<file path="config.mk">
export PLATFORM = sky130hd
export DESIGN_NAME = adcrt_core
export DESIGN_NICKNAME = d
export VERILOG_FILES = /design/src/inc/adcrt_pkg.sv /design/src/verilog/adcrt_core.sv
export SDC_FILE = /design/constraint.sdc
export NUM_CORES = 1
export LEC_CHECK = 0
export ABC_CLOCK_PERIOD_IN_PS = 1890
export BUFFER_PORTS_ARGS = -buffer_cell sky130_fd_sc_hd__buf_2
export CORE_AREA = 8 8 96 98
export CTS_CLUSTER_DIAMETER = 100
export DETAILED_ROUTE_END_ITERATION = 12
export DIE_AREA = 0 0 104 106
export PLACE_DENSITY = 0.75
export SETUP_SLACK_MARGIN = 0.15
export SLEW_MARGIN = 20
export SYNTH_ARGS = -nofsm -noshare
export SYNTH_HDL_FRONTEND = slang
export SYNTH_SLANG_ARGS = --single-unit
</file>
<file path="constraint.sdc">
create_clock -name core_clk_i -period 1.89 [get_ports core_clk_i]
set_clock_uncertainty 0.15 [all_clocks]
set_input_delay 0 -clock core_clk_i [delete_from_list [all_inputs] [get_ports core_clk_i]]
set_output_delay 0 -clock core_clk_i [all_outputs]
set_load 0.005 [all_outputs]
</file>
<file path="src/inc/adcrt_pkg.sv">
/*
 * Package of the converter result and trigger control block: register
 * indices, field positions, reset values and the packed carriers.
 * Assumes a 32-bit APB bus that addresses one aligned word per register.
 */
package adcrt_pkg;

   // ************************************************************
   // Register indices (byte address is four times the index)
   // ************************************************************
   localparam logic [5:0] IDX_PIN_DISABLE = 6'h01;
   localparam logic [5:0] IDX_CTRL_B      = 6'h03;
   localparam logic [5:0] IDX_RESULT_LOW  = 6'h04;
   localparam logic [5:0] IDX_RESULT_HIGH = 6'h05;
   localparam logic [5:0] IDX_CTRL_A      = 6'h06;
   localparam logic [5:0] IDX_IRQ_STATUS  = 6'h07;
   localparam logic [5:0] IDX_IRQ_MASK    = 6'h08;

   // ************************************************************
   // Field positions and reset values
   // ************************************************************
   localparam int         CTRL_A_ENABLE   = 7;
   localparam int         CTRL_A_START    = 6;
   localparam int         CTRL_A_AUTO     = 5;
   localparam int         CTRL_A_FLAG     = 4;
   localparam int         IRQ_COMPLETE    = 0;
   localparam int         IRQ_DISCARD     = 1;
   localparam logic [7:0] RST_PIN_DISABLE = 8'h00;
   localparam logic [7:0] RST_CTRL_B      = 8'h00;
   localparam logic [9:0] RST_RESULT      = 10'h000;
   localparam logic [1:0] RST_IRQ         = 2'h0;
   localparam logic [9:0] SATURATED       = 10'h3ff;
   localparam logic [2:0] SRC_FREE_RUN    = 3'h0;

   // ************************************************************
   // Carriers
   // ************************************************************
   typedef struct packed {
      logic       bipolar_select;
      logic       comparator_mux;
      logic       spare_5;
      logic       left_justify_bit;
      logic       spare_3;
      logic [2:0] trigger_source_field;
   } adcrt_ctrl_b_t;

   typedef struct packed {
      logic       done;
      logic       neg;
      logic [9:0] value;
   } adcrt_conv_t;

   typedef struct packed {
      logic [7:0]  paddr;
      logic        psel;
      logic        penable;
      logic        pwrite;
      logic [31:0] pwdata;
   } adcrt_apb_req_t;

endpackage : adcrt_pkg

</file>
<file path="src/verilog/adcrt_core.sv">
/*
 * Converter result, trigger and pin input disable control, APB slave.
 * Assumes the analog converter reports each finished conversion with a
 * one-cycle done pulse on core_clk_i, and that trigger flags are on-chip
 * levels on the same clock; the port pins are asynchronous.
 */
`timescale 1ns/10ps
`default_nettype none

module adcrt_core (
   input  wire logic                      core_clk_i,
   input  wire logic                      reset_n_i,
   input  wire adcrt_pkg::adcrt_apb_req_t apb_req_i,
   output logic [31:0]                    prdata_o,
   output logic                           pready_o,
   output logic                           pslverr_o,
   output logic                           irq_o,
   input  wire adcrt_pkg::adcrt_conv_t    conv_i,
   input  wire logic [6:0]                trig_flags_i,
   output logic                           conv_start_o,
   output logic                           conv_enable_o,
   output logic                           conv_bipolar_o,
   input  wire logic [7:0]                port_pin_i,
   output logic [7:0]                     port_pin_o,
   output logic [7:0]                     pin_buffer_enable_o
);

   // ************************************************************
   // Register state
   // ************************************************************
   logic [7:0]              analog_pin_input_disable;
   adcrt_pkg::adcrt_ctrl_b_t converter_control_b;
   logic                    converter_enable;
   logic                    auto_trigger_enable;
   logic                    busy;
   logic [9:0]              conversion_result_bits;
   logic                    read_lock;
   logic [1:0]              irq_status;
   logic [1:0]              irq_mask;
   logic                    prev_trigger;
   logic [7:0]              pin_meta;
   logic [7:0]              pin_sync;

   logic [5:0]  reg_idx;
   logic        setup_phase;
   logic        access_done;
   logic        wr_en;
   logic        rd_en;
   logic        mapped;
   logic [7:0]  wdata;
   logic [7:0]  result_low;
   logic [7:0]  result_high;
   logic [7:0]  next_rdata;
   logic [9:0]  next_result;
   logic        trigger_level;
   logic        source_written;
   logic        auto_fire;
   logic        sw_start;
   logic        start_now;
   logic        store_result;
   logic        ctrl_b_wr;
   logic        ctrl_a_wr;
   logic        wr_pin_dis;
   logic        wr_irq_mask;
   logic        wr_irq_status;
   logic        rd_low;
   logic        rd_high;
   logic        low_read_busy;
   logic        next_enable;
   logic        discard;
   logic [7:0]  ctrl_a_view;

   function automatic logic is_mapped(input logic [5:0] idx);
      is_mapped = (idx == adcrt_pkg::IDX_PIN_DISABLE) || (idx == adcrt_pkg::IDX_CTRL_B)
               || (idx == adcrt_pkg::IDX_RESULT_LOW)  || (idx == adcrt_pkg::IDX_RESULT_HIGH)
               || (idx == adcrt_pkg::IDX_CTRL_A)      || (idx == adcrt_pkg::IDX_IRQ_STATUS)
               || (idx == adcrt_pkg::IDX_IRQ_MASK);
   endfunction : is_mapped

   // ************************************************************
   // APB decode
   // ************************************************************
   // No wait state: read data is captured in setup so it leaves a flop
   assign reg_idx     = apb_req_i.paddr[7:2];
   assign setup_phase = apb_req_i.psel & ~apb_req_i.penable;
   assign pready_o    = apb_req_i.psel & apb_req_i.penable;
   assign access_done = pready_o;
   assign mapped      = is_mapped(reg_idx) && (apb_req_i.paddr[1:0] == 2'h0);
   assign wr_en       = access_done & apb_req_i.pwrite & mapped;
   assign rd_en       = access_done & ~apb_req_i.pwrite & mapped;
   assign wdata       = apb_req_i.pwdata[7:0];
   assign ctrl_b_wr   = wr_en && (reg_idx == adcrt_pkg::IDX_CTRL_B);

   // ************************************************************
   // Register strobes
   // ************************************************************
   assign ctrl_a_wr     = wr_en && (reg_idx == adcrt_pkg::IDX_CTRL_A);
   assign wr_pin_dis    = wr_en && (reg_idx == adcrt_pkg::IDX_PIN_DISABLE);
   assign wr_irq_mask   = wr_en && (reg_idx == adcrt_pkg::IDX_IRQ_MASK);
   assign wr_irq_status = wr_en && (reg_idx == adcrt_pkg::IDX_IRQ_STATUS);
   assign rd_low        = rd_en && (reg_idx == adcrt_pkg::IDX_RESULT_LOW);
   assign rd_high       = rd_en && (reg_idx == adcrt_pkg::IDX_RESULT_HIGH);
   // Low read in flight: data leaves at setup, the lock lands at access,
   // so no store may slip in between
   assign low_read_busy = apb_req_i.psel & ~apb_req_i.pwrite & mapped
                        & (reg_idx == adcrt_pkg::IDX_RESULT_LOW);

   // ************************************************************
   // Result presentation
   // ************************************************************
   always_comb begin
      if (converter_control_b.left_justify_bit) begin
         result_high = conversion_result_bits[9:2];
         result_low  = {conversion_result_bits[1:0], 6'h00};
      end else begin
         result_high = {6'h00, conversion_result_bits[9:8]};
         result_low  = conversion_result_bits[7:0];
      end
   end

   always_comb begin
      ctrl_a_view                           = 8'h00;
      ctrl_a_view[adcrt_pkg::CTRL_A_ENABLE] = converter_enable;
      ctrl_a_view[adcrt_pkg::CTRL_A_START]  = busy;
      ctrl_a_view[adcrt_pkg::CTRL_A_AUTO]   = auto_trigger_enable;
      ctrl_a_view[adcrt_pkg::CTRL_A_FLAG]   = irq_status[adcrt_pkg::IRQ_COMPLETE];
   end

   always_comb begin
      unique case (reg_idx)
         adcrt_pkg::IDX_PIN_DISABLE: next_rdata = analog_pin_input_disable;
         adcrt_pkg::IDX_CTRL_B:      next_rdata = converter_control_b;
         adcrt_pkg::IDX_RESULT_LOW:  next_rdata = result_low;
         adcrt_pkg::IDX_RESULT_HIGH: next_rdata = result_high;
         adcrt_pkg::IDX_CTRL_A:      next_rdata = ctrl_a_view;
         adcrt_pkg::IDX_IRQ_STATUS:  next_rdata = {6'h00, irq_status};
         adcrt_pkg::IDX_IRQ_MASK:    next_rdata = {6'h00, irq_mask};
         default:                    next_rdata = 8'h00;
      endcase
   end

   always_ff @(posedge core_clk_i or negedge reset_n_i) begin
      if (!reset_n_i) begin
         prdata_o  <= 32'h0000_0000;
         pslverr_o <= 1'b0;
      end else if (setup_phase) begin
         prdata_o  <= {24'h00_0000, next_rdata};
         pslverr_o <= ~mapped;
      end
   end

   // ************************************************************
   // Control registers
   // ************************************************************
   always_ff @(posedge core_clk_i or negedge reset_n_i) begin
      if (!reset_n_i) begin
         analog_pin_input_disable <= adcrt_pkg::RST_PIN_DISABLE;
      end else if (wr_pin_dis) begin
         analog_pin_input_disable <= wdata;
      end
   end

   always_ff @(posedge core_clk_i or negedge reset_n_i) begin
      if (!reset_n_i) begin
         converter_control_b <= adcrt_pkg::RST_CTRL_B;
      end else if (ctrl_b_wr) begin
         converter_control_b <= wdata;
      end
   end

   always_ff @(posedge core_clk_i or negedge reset_n_i) begin
      if (!reset_n_i) begin
         converter_enable    <= 1'b0;
         auto_trigger_enable <= 1'b0;
      end else if (ctrl_a_wr) begin
         converter_enable    <= wdata[adcrt_pkg::CTRL_A_ENABLE];
         auto_trigger_enable <= wdata[adcrt_pkg::CTRL_A_AUTO];
      end
   end

   always_ff @(posedge core_clk_i or negedge reset_n_i) begin
      if (!reset_n_i) begin
         irq_mask <= adcrt_pkg::RST_IRQ;
      end else if (wr_irq_mask) begin
         irq_mask <= wdata[1:0];
      end
   end

   // ************************************************************
   // Trigger selection and edge detect
   // ************************************************************
   always_comb begin
      unique case (converter_control_b.trigger_source_field)
         3'h0:    trigger_level = irq_status[adcrt_pkg::IRQ_COMPLETE];
         default: trigger_level = trig_flags_i[converter_control_b.trigger_source_field - 3'h1];
      endcase
   end

   // A write that lands the field on free running marks the edge detect as high, so a flag already set does not fire
   assign source_written = ctrl_b_wr
                        && (wdata[2:0] == adcrt_pkg::SRC_FREE_RUN)
                        && (converter_control_b.trigger_source_field != adcrt_pkg::SRC_FREE_RUN);

   always_ff @(posedge core_clk_i or negedge reset_n_i) begin
      if (!reset_n_i) begin
         prev_trigger <= 1'b0;
      end else if (source_written) begin
         prev_trigger <= 1'b1;
      end else begin
         prev_trigger <= trigger_level;
      end
   end

   assign auto_fire = auto_trigger_enable & trigger_level & ~prev_trigger;
   assign sw_start  = ctrl_a_wr && wdata[adcrt_pkg::CTRL_A_START];
   // Enable as it stands after this edge: a write that enables and starts
   // at once is honoured, and a disabling write blocks a late trigger
   assign next_enable = ctrl_a_wr ? wdata[adcrt_pkg::CTRL_A_ENABLE] : converter_enable;
   assign start_now = next_enable & ~busy & (auto_fire | sw_start);

   always_ff @(posedge core_clk_i or negedge reset_n_i) begin
      if (!reset_n_i) begin
         busy <= 1'b0;
      end else begin
         if (!next_enable) begin
            busy <= 1'b0;
         end else if (start_now) begin
            busy <= 1'b1;
         end else if (conv_i.done) begin
            busy <= 1'b0;
         end
      end
   end

   // Registered so the converter sees a clean one-cycle pulse
   always_ff @(posedge core_clk_i or negedge reset_n_i) begin
      if (!reset_n_i) begin
         conv_start_o <= 1'b0;
      end else begin
         conv_start_o <= start_now;
      end
   end

   assign conv_enable_o  = converter_enable;
   assign conv_bipolar_o = converter_control_b.bipolar_select;

   // ************************************************************
   // Result capture and read lock
   // ************************************************************
   always_comb begin
      if (converter_control_b.bipolar_select) begin
         // Magnitude loses its lsb to make room for the sign
         next_result = conv_i.neg ? 10'(~{1'b0, conv_i.value[9:1]} + 10'h001)
                                  : {1'b0, conv_i.value[9:1]};
      end else begin
         next_result = conv_i.neg ? adcrt_pkg::SATURATED : conv_i.value;
      end
   end

   assign store_result = conv_i.done & busy & ~read_lock & ~low_read_busy;
   assign discard      = conv_i.done & busy & (read_lock | low_read_busy);

   always_ff @(posedge core_clk_i or negedge reset_n_i) begin
      if (!reset_n_i) begin
         conversion_result_bits <= adcrt_pkg::RST_RESULT;
      end else if (store_result) begin
         conversion_result_bits <= next_result;
      end
   end

   always_ff @(posedge core_clk_i or negedge reset_n_i) begin
      if (!reset_n_i) begin
         read_lock <= 1'b0;
      end else if (rd_high) begin
         read_lock <= 1'b0;
      end else if (rd_low) begin
         read_lock <= 1'b1;
      end
   end

   // ************************************************************
   // Interrupt status, write one to clear, set wins
   // ************************************************************
   logic [1:0] irq_set;
   logic [1:0] irq_clr;

   // Discard marks a result dropped by the read lock
   assign irq_set = {discard, store_result};

   always_comb begin
      irq_clr = 2'h0;
      if (wr_irq_status) begin
         irq_clr = wdata[1:0];
      end else if (ctrl_a_wr) begin
         irq_clr[adcrt_pkg::IRQ_COMPLETE] = wdata[adcrt_pkg::CTRL_A_FLAG];
      end
   end

   always_ff @(posedge core_clk_i or negedge reset_n_i) begin
      if (!reset_n_i) begin
         irq_status <= adcrt_pkg::RST_IRQ;
      end else begin
         irq_status <= (irq_status & ~irq_clr) | irq_set;
      end
   end

   assign irq_o = |(irq_status & irq_mask);

   // ************************************************************
   // Pin input disable
   // ************************************************************
   always_ff @(posedge core_clk_i or negedge reset_n_i) begin
      if (!reset_n_i) begin
         pin_meta <= 8'h00;
         pin_sync <= 8'h00;
      end else begin
         pin_meta <= port_pin_i;
         pin_sync <= pin_meta;
      end
   end

   // Disabled pins read zero whatever the pad does
   assign port_pin_o          = pin_sync & ~analog_pin_input_disable;
   assign pin_buffer_enable_o = ~analog_pin_input_disable;

endmodule : adcrt_core

`default_nettype wire

</file>
==> out/qor.txt, run 1 <==
status: complete, but fails checks
CTS Buffer Depth: 2
vias in the first global route: 2,899
vias per cell: 5.12
number of synthesized flops with an enable pin: 0
Die X: 104 um
initial antenna violation count: 0
final hold slack: 0.0213 ns
synth unique cells: 58
Routed WL: 8.97 mm
DIE AREA: 11,000 um2
Final Max Tran Viols: 0
Reg clk slew, reported paths: 0.07 ns
startpoint types: register
Synth Cell Area: 3340 um2
Synth Warn #: 0
Mean Syn Cell Area: 10.2 um2
Iter 0 DRT Violations: 183
Critical Path Source: converter_control_b[1]
fmax: 512 MHz
minimum clock period: 1.95 ns
pwr/cell area: 653 nW/um2
critical path endpoint category: register
Max-slew headroom: 65.4%
critical path cell sequence: inv_2, ha_4, mux2_4, a221oi_4, a211oi_2, a31oi_2, a211oi_1
Fillers: 703
CP Data Required Time: 1.95 ns
sequential area share after synthesis: 45.7%
die height: 106 um
top_reg_cell synth: dfrtp_1
CTS tree: yes
Initial Utilization: 42.6%
Crit path largest cell delay: 0.36 ns
Detail Route Antenna Nets: 0
async set-reset flop share out of synthesis: 100%
leakage: 2.13 nW
DR WL/cell: 16.0 um
DP HPWL: 6.76 mm
DR vias: 2,873
# rows: 33
fin cells: 561
clock latency on the worst-skew pair: 0.33 ns
Fin. Hold Viols: 0
Antenna Cells: 0
fin nets: 526
most frequent cells in the layout: 77 x buf_2, 59 x dfrtp_1, 31 x nand2_1, 31 x dlygate4sd3_1, 24 x conb_1
synth-to-layout area growth: 32.8%
Inserted Clock Buffers: 9
Critical Path AT: 2.01 ns
max-cap violations: 0
Peak VDD IR: 0.000582 V
R2R Path Start: converter_control_b[1]
largest net degree at the start of global routing: 26
worst setup margin: -0.0628 ns
Critical Path Fanout Max: 3
fraction of layout cells with a size suffix above 1: 33.1%
gr ovfl total: 0
GR Util All Layers: 16.2%
# setup viols final: 2
post-synthesis register bit count: 61
Worst Hold Class: primary input to async pin
router iterations before antenna repair: 5
placed instance count: 513
GP Congestion: 0.869
RSZ-0062 raised after global routing: yes
Slew @ Worst Pin: 0.520 ns
top post-synthesis cells by area: dfrtp_1 46%, buf_4 5.6%, mux2_2 5.4%
violated checks: setup timing
Post-route DRC: 0
worst setup path category: register to register
clock sinks: 61
slowest CP cell: dfrtp_1
CTS Root Cell: clkbuf_8
synthesized instance count: 327
final worst-path cycle share: 103%
Yosys top cell area share: 45.7%
H-tree levels: 3
commonest non-fill, non-tap cell in the layout: buf_2
core footprint: 7850 um2
first-pass GRT wire length: 14.6 mm
Ports: 126
IO Port Bufs: 77
post-synth top area cell: dfrtp_1
-- metal layers --
layer / part of all wire (%) / track usage [%] / routed length, um / vias up
met5: 0 / 0 / 0 / -
met4: 1.5 / 6.31 / 136 / 0
met3: 6.0 / 3.93 / 539 / 12
met2: 48 / 26.7 / 4340 / 103
met1: 44 / 20.2 / 3950 / 1383
li1: - / - / - / 1375
-- state kept, by name, summed over array words and instances (netlist names) --
register and flops:
conv_enable_o 1, conversion_result_bits 10, conv_bipolar_o 1, analog_pin_input_disable 8, prdata_o 8, prev_trigger 1, auto_trigger_enable 1, pslverr_o 1
pin_sync 8, pin_meta 8, conv_start_o 1, irq_status 2, irq_mask 2, read_lock 1, busy 1, converter_control_b 7
-- worst max-delay path, delay by kind of cell, from the launching register on --
kind                       cells  cell delay [ns]
AOI/OAI and AO/OA              4             0.68
DFF                            1             0.36
muxes                          1             0.31
adders and majority gates      1             0.27
buffers and inverters          1             0.06
-- timing repair --
item	CTS	global route
hold buffers	31	0
pin swaps	2	4
setup endpoints to repair	3	17
resized for setup	6	7
buffers inserted	0	1
hold endpoints to repair	80	0
-- power by group --
group	switching [W]	total, W	internal, W
sequential	0.0000115	0.00135	0.00134
clock	0.000492	0.00123	0.000742
combinational	0.000170	0.000313	0.000144
total	0.000673	0.00290	0.00222
-- per-stage QoR --
| step | total power, W | util (%) | setup TNS, ns | instance area [um2] | worst slack [ns] |
|---|---|---|---|---|---|
| CTS | 0.00292 | 55.9 | -0.150 | 4390 | -0.0988 |
| finish | 0.00290 | 56.5 | -0.101 | 4430 | -0.0628 |
| detailed placement | 0.00163 | 49.0 | -0.138 | 3850 | -0.0845 |
| floorplan | 0.00152 | - | -0.0250 | 3450 | -0.0250 |
| global placement | 0.00162 | 49.0 | -0.0635 | 3850 | -0.0458 |
| global route | 0.00302 | 56.5 | -0.310 | 4430 | -0.175 |
-- cells in the mapped netlist, drive strengths merged (3+ instances only) --
master	n
clkbuf	7
and2	5
inv	17
nand2	32
nand2b	3
a211oi	9
nor4	4
a221oi	5
a21oi	12
nand3	7
or3	3
nor2	13
o21ai	28
nor3b	4
o31ai	5
nor2b	12
buf	29
a22o	3
a21o	4
nor3	6
mux2	17
dfrtp	61
ha	3
a22oi	3
mux2i	6
-- final cells by class --
cell class | count | area (um2) | share of cell area, %
multi-input combinational | 235 | 1660 | 37.5
sequential | 61 | 1530 | 34.5
timing repair buffer | 126 | 831 | 18.7
clock buffer | 12 | 135 | 3.05
tap | 105 | 131 | 2.96
clock inverter | 4 | 72.6 | 1.64
inverter | 18 | 71.3 | 1.61
-- logic make-up after synthesis --
| group | share of synthesized area [%] |
|---|---|
| AOI/OAI and AO/OA | 16.9 |
| xor gates and xnor gates | 1.05 |
| adders and majority gates | 1.12 |
| buffers and inverters | 9.41 |
| other | 0.112 |
| and+or+nand+nor | 17.3 |
| DFF | 45.7 |
| muxes | 8.32 |
-- worst paths after layout --
check,endpoint,slack [ns],cells after the start
setup / recovery,busy,-0.06,7
hold / removal,pin_meta[5],0.02,2
setup reg to reg,busy,-0.06,7
hold reg to reg,pin_sync[6],0.20,0
max in group asynchronous,conversion_result_bits[3],0.83,3
min in group core_clk_i,conversion_result_bits[5],0.02,3
Note: power is estimated with default switching activity, not from simulation.
==> run 2: changes to the inputs <==
--- a/config.mk
+++ b/config.mk
@@ -5,6 +5,7 @@
 export SDC_FILE = /design/constraint.sdc
 export NUM_CORES = 1
 export LEC_CHECK = 0
+export ABC_AREA = 0
 export ABC_CLOCK_PERIOD_IN_PS = 1890
 export BUFFER_PORTS_ARGS = -buffer_cell sky130_fd_sc_hd__buf_2
 export CORE_AREA = 8 8 96 98
==> constraint.sdc (replaced) <==
create_clock -name core_clk_i -period 1.89 [get_ports core_clk_i]
set_clock_uncertainty 0.15 [all_clocks]
set_input_delay 0.189 -clock core_clk_i [delete_from_list [all_inputs] [get_ports core_clk_i]]
set_output_delay 0.189 -clock core_clk_i [all_outputs]
set_load 0.005 [all_outputs]
==> run 2 against run 1 <==
The flow still finishes with violations (setup timing). Count of clock-buffer cells in the layout shrank 2. Clock power is 11% lower. Combinational power about the same. Cell area grew 0.23%. Critical path depth unchanged. Highest routed layer unchanged. Worst setup slack worse by 0.027 ns. Sequential share of layout area fell by 0.078 points. Register-to-register slack worse by 0.03 ns. Non-clock buffer count is 5 higher. Sequential cell count is the same. Via count up 1.1%. Hold slack improved by 0.013 ns.
==> out/qor.txt, run 2 (synthesized netlist as in run 1, its figures left out) <==
M1 wire length: 3.83 mm (was 3.95 mm)
Fillers: 719 (was 703)
fraction of layout cells with a size suffix above 1: 37.5% (was 33.1%)
Fin. Hold Viols: 0 (unchanged)
H-tree levels: 3 (unchanged)
GR Util All Layers: 16.5% (was 16.2%)
critical path cell sequence: inv_2, ha_4, mux2_4, a221oi_4, a211oi_2, a31oi_2, a211oi_1 (unchanged)
first-pass GRT wire length: 14.9 mm (was 14.6 mm)
Ports: 126 (unchanged)
final worst-path cycle share: 105% (was 103%)
Initial Utilization: 42.6% (unchanged)
met3 WL: 657 um (was 539 um)
worst setup margin: -0.0899 ns (was -0.0628 ns)
largest net degree at the start of global routing: 62 (was 26)
Buf/Inv on CP: 1 (unchanged)
max-cap violations: 0 (unchanged)
final core utilization: 56.6% (was 56.5%)
# setup viols final: 3 (was 2)
core footprint: 7850 um2 (unchanged)
Largest delay share family, worst path: compound AO/OA/AOI/OAI gates (unchanged)
commonest non-fill, non-tap cell in the layout: buf_2 (unchanged)
leakage: 2.18 nW (was 2.13 nW)
Largest Register: conversion_result_bits (unchanged)
minimum clock period: 1.98 ns (was 1.95 ns)
Detail Route Antenna Nets: 0 (unchanged)
IO Port Bufs: 77 (unchanged)
DP HPWL: 6.87 mm (was 6.76 mm)
Critical Path Fanout Max: 3 (unchanged)
CTS Buffer Depth: 2 (unchanged)
# rows: 33 (unchanged)
most frequent cells in the layout: 77 x buf_2, 59 x dfrtp_1, 35 x buf_4, 31 x nand2_1, 24 x conb_1 (was 77 x buf_2, 59 x dfrtp_1, 31 x nand2_1, 31 x dlygate4sd3_1, 24 x conb_1)
router iterations before antenna repair: 4 (was 5)
clock latency on the worst-skew pair: 0.33 ns (about the same)
CP Data Required Time: 1.95 ns (about the same)
metal2 WL: 4.36 mm (was 4.34 mm)
pwr/cell area: 622 nW/um2 (was 653 nW/um2)
Antenna Cells: 0 (unchanged)
status: complete, but fails checks (unchanged)
Routed WL: 8.97 mm (about the same)
vias per cell: 5.13 (was 5.12)
Iter 0 DRT Violations: 144 (was 183)
Worst Hold Class: primary input to register (was primary input to async pin)
gr ovfl total: 0 (unchanged)
fin nets: 531 (was 526)
max reg flops: 10 (unchanged)
slowest CP cell: dfrtp_1 (unchanged)
DIE AREA: 11,000 um2 (unchanged)
startpoint types: register (unchanged)
synth-to-layout area growth: 33.1% (was 32.8%)
worst setup path category: register to register (unchanged)
critical path endpoint category: register (unchanged)
dpl ws: -0.122 ns (was -0.0845 ns)
DR vias: 2,906 (was 2,873)
CTS Root Cell: clkbuf_8 (unchanged)
fmax: 505 MHz (was 512 MHz)
Die X: 104 um (unchanged)
Highest Signal Layer: met4 (unchanged)
placed instance count: 531 (was 513)
Crit path largest cell delay: 0.36 ns (about the same)
Final Max Tran Viols: 0 (unchanged)
clock sinks: 61 (unchanged)
DR WL/cell: 15.9 um (was 16.0 um)
Reg clk slew, reported paths: 0.07 ns (about the same)
Pwr Total: 0.00277 W (was 0.00290 W)
CTS tree: yes (unchanged)
Inserted Clock Buffers: 9 (unchanged)
initial antenna violation count: 0 (unchanged)
GP Congestion: 0.855 (was 0.869)
violated checks: setup timing (unchanged)
die height: 106 um (unchanged)
Peak VDD IR: 0.000367 V (was 0.000582 V)
Post-route DRC: 0 (unchanged)
RSZ-0062 raised after global routing: yes (unchanged)
fin cells: 566 (was 561)
vias in the first global route: 2,951 (was 2,899)
Critical Path AT: 2.04 ns (was 2.01 ns)
[run 2: cell types whose count changed in the layout (fill, tap and decap cells not counted), moves of 2 or more]
cell | before | now
buf_4 | 18 | 35
dlygate4sd3_1 | 31 | 17
buf_12 | 0 | 2
clkbuf_1 | 3 | 1
mux2_4 | 1 | 3
[run 2: cell type report]
class | count | area (um2) | area share (%)
Clock buffer | 10 | 128 | 2.87
Clock inverter | 6 | 63.8 | 1.44
Inverter | 18 | 71.3 | 1.61
Multi-Input combinational cell | 235 | 1660 | 37.4
Sequential cell | 61 | 1530 | 34.4
Tap cell | 105 | 131 | 2.96
Timing Repair Buffer | 131 | 858 | 19.3
[run 2: path summary, 6_finish.rpt]
kind,startpoint,endpoint,slack (ns),depth (start not counted)
worst max register to register,converter_control_b[1],busy,-0.09,7
worst max-delay path,converter_control_b[1],busy,-0.09,7
max in group asynchronous,reset_n_i,conv_bipolar_o,1.06,3
min in group asynchronous,reset_n_i,pin_sync[3],0.24,3
worst min-delay path,conv_i[11],busy,0.03,4
worst min register to register,pin_meta[4],pin_sync[4],0.20,0
[run 2: report_power, final]
part	total, W	internal [W]	switching (W)
clock	0.00110	0.000606	0.000496
combinational	0.000312	0.000143	0.000170
sequential	0.00135	0.00134	0.0000130
total	0.00277	0.00209	0.000679
[run 2: layer usage]
layer	GRT usage, %	up-vias
li1	-	1376
met1	19.9	1427
met2	27.5	92
met3	5.26	11
met4	5.07	0
met5	0	-
[run 2: worst register-to-register path: cells and delay by family (launching register included)]
kind,cells,cell delay [ns]
AO/OA/AOI/OAI,4,0.69
flip-flops,1,0.36
multiplexers,1,0.31
adder cells (fa/ha/maj),1,0.28
buffers and inverters,1,0.06
[run 2: repair_timing]
action	CTS	global route
gates cloned	0	0
endpoints found under the hold margin	85	0
hold buffers	17	0
buffers inserted	0	2
pin swaps	2	2
endpoints found under the setup margin	3	9
resized for setup	6	5
[run 2: per-stage QoR]
stage                     area (um2)  TNS (ns)  hold WS (ns)
after CTS                       4400    -0.112       0.00257
after global placement          4020    -0.522        0.0672
final                           4440    -0.213        0.0340
after detailed placement        4020     -1.15        0.0723
after floorplan                 3470   -0.0250        -0.257
after global routing            4440    -0.453        0.0150
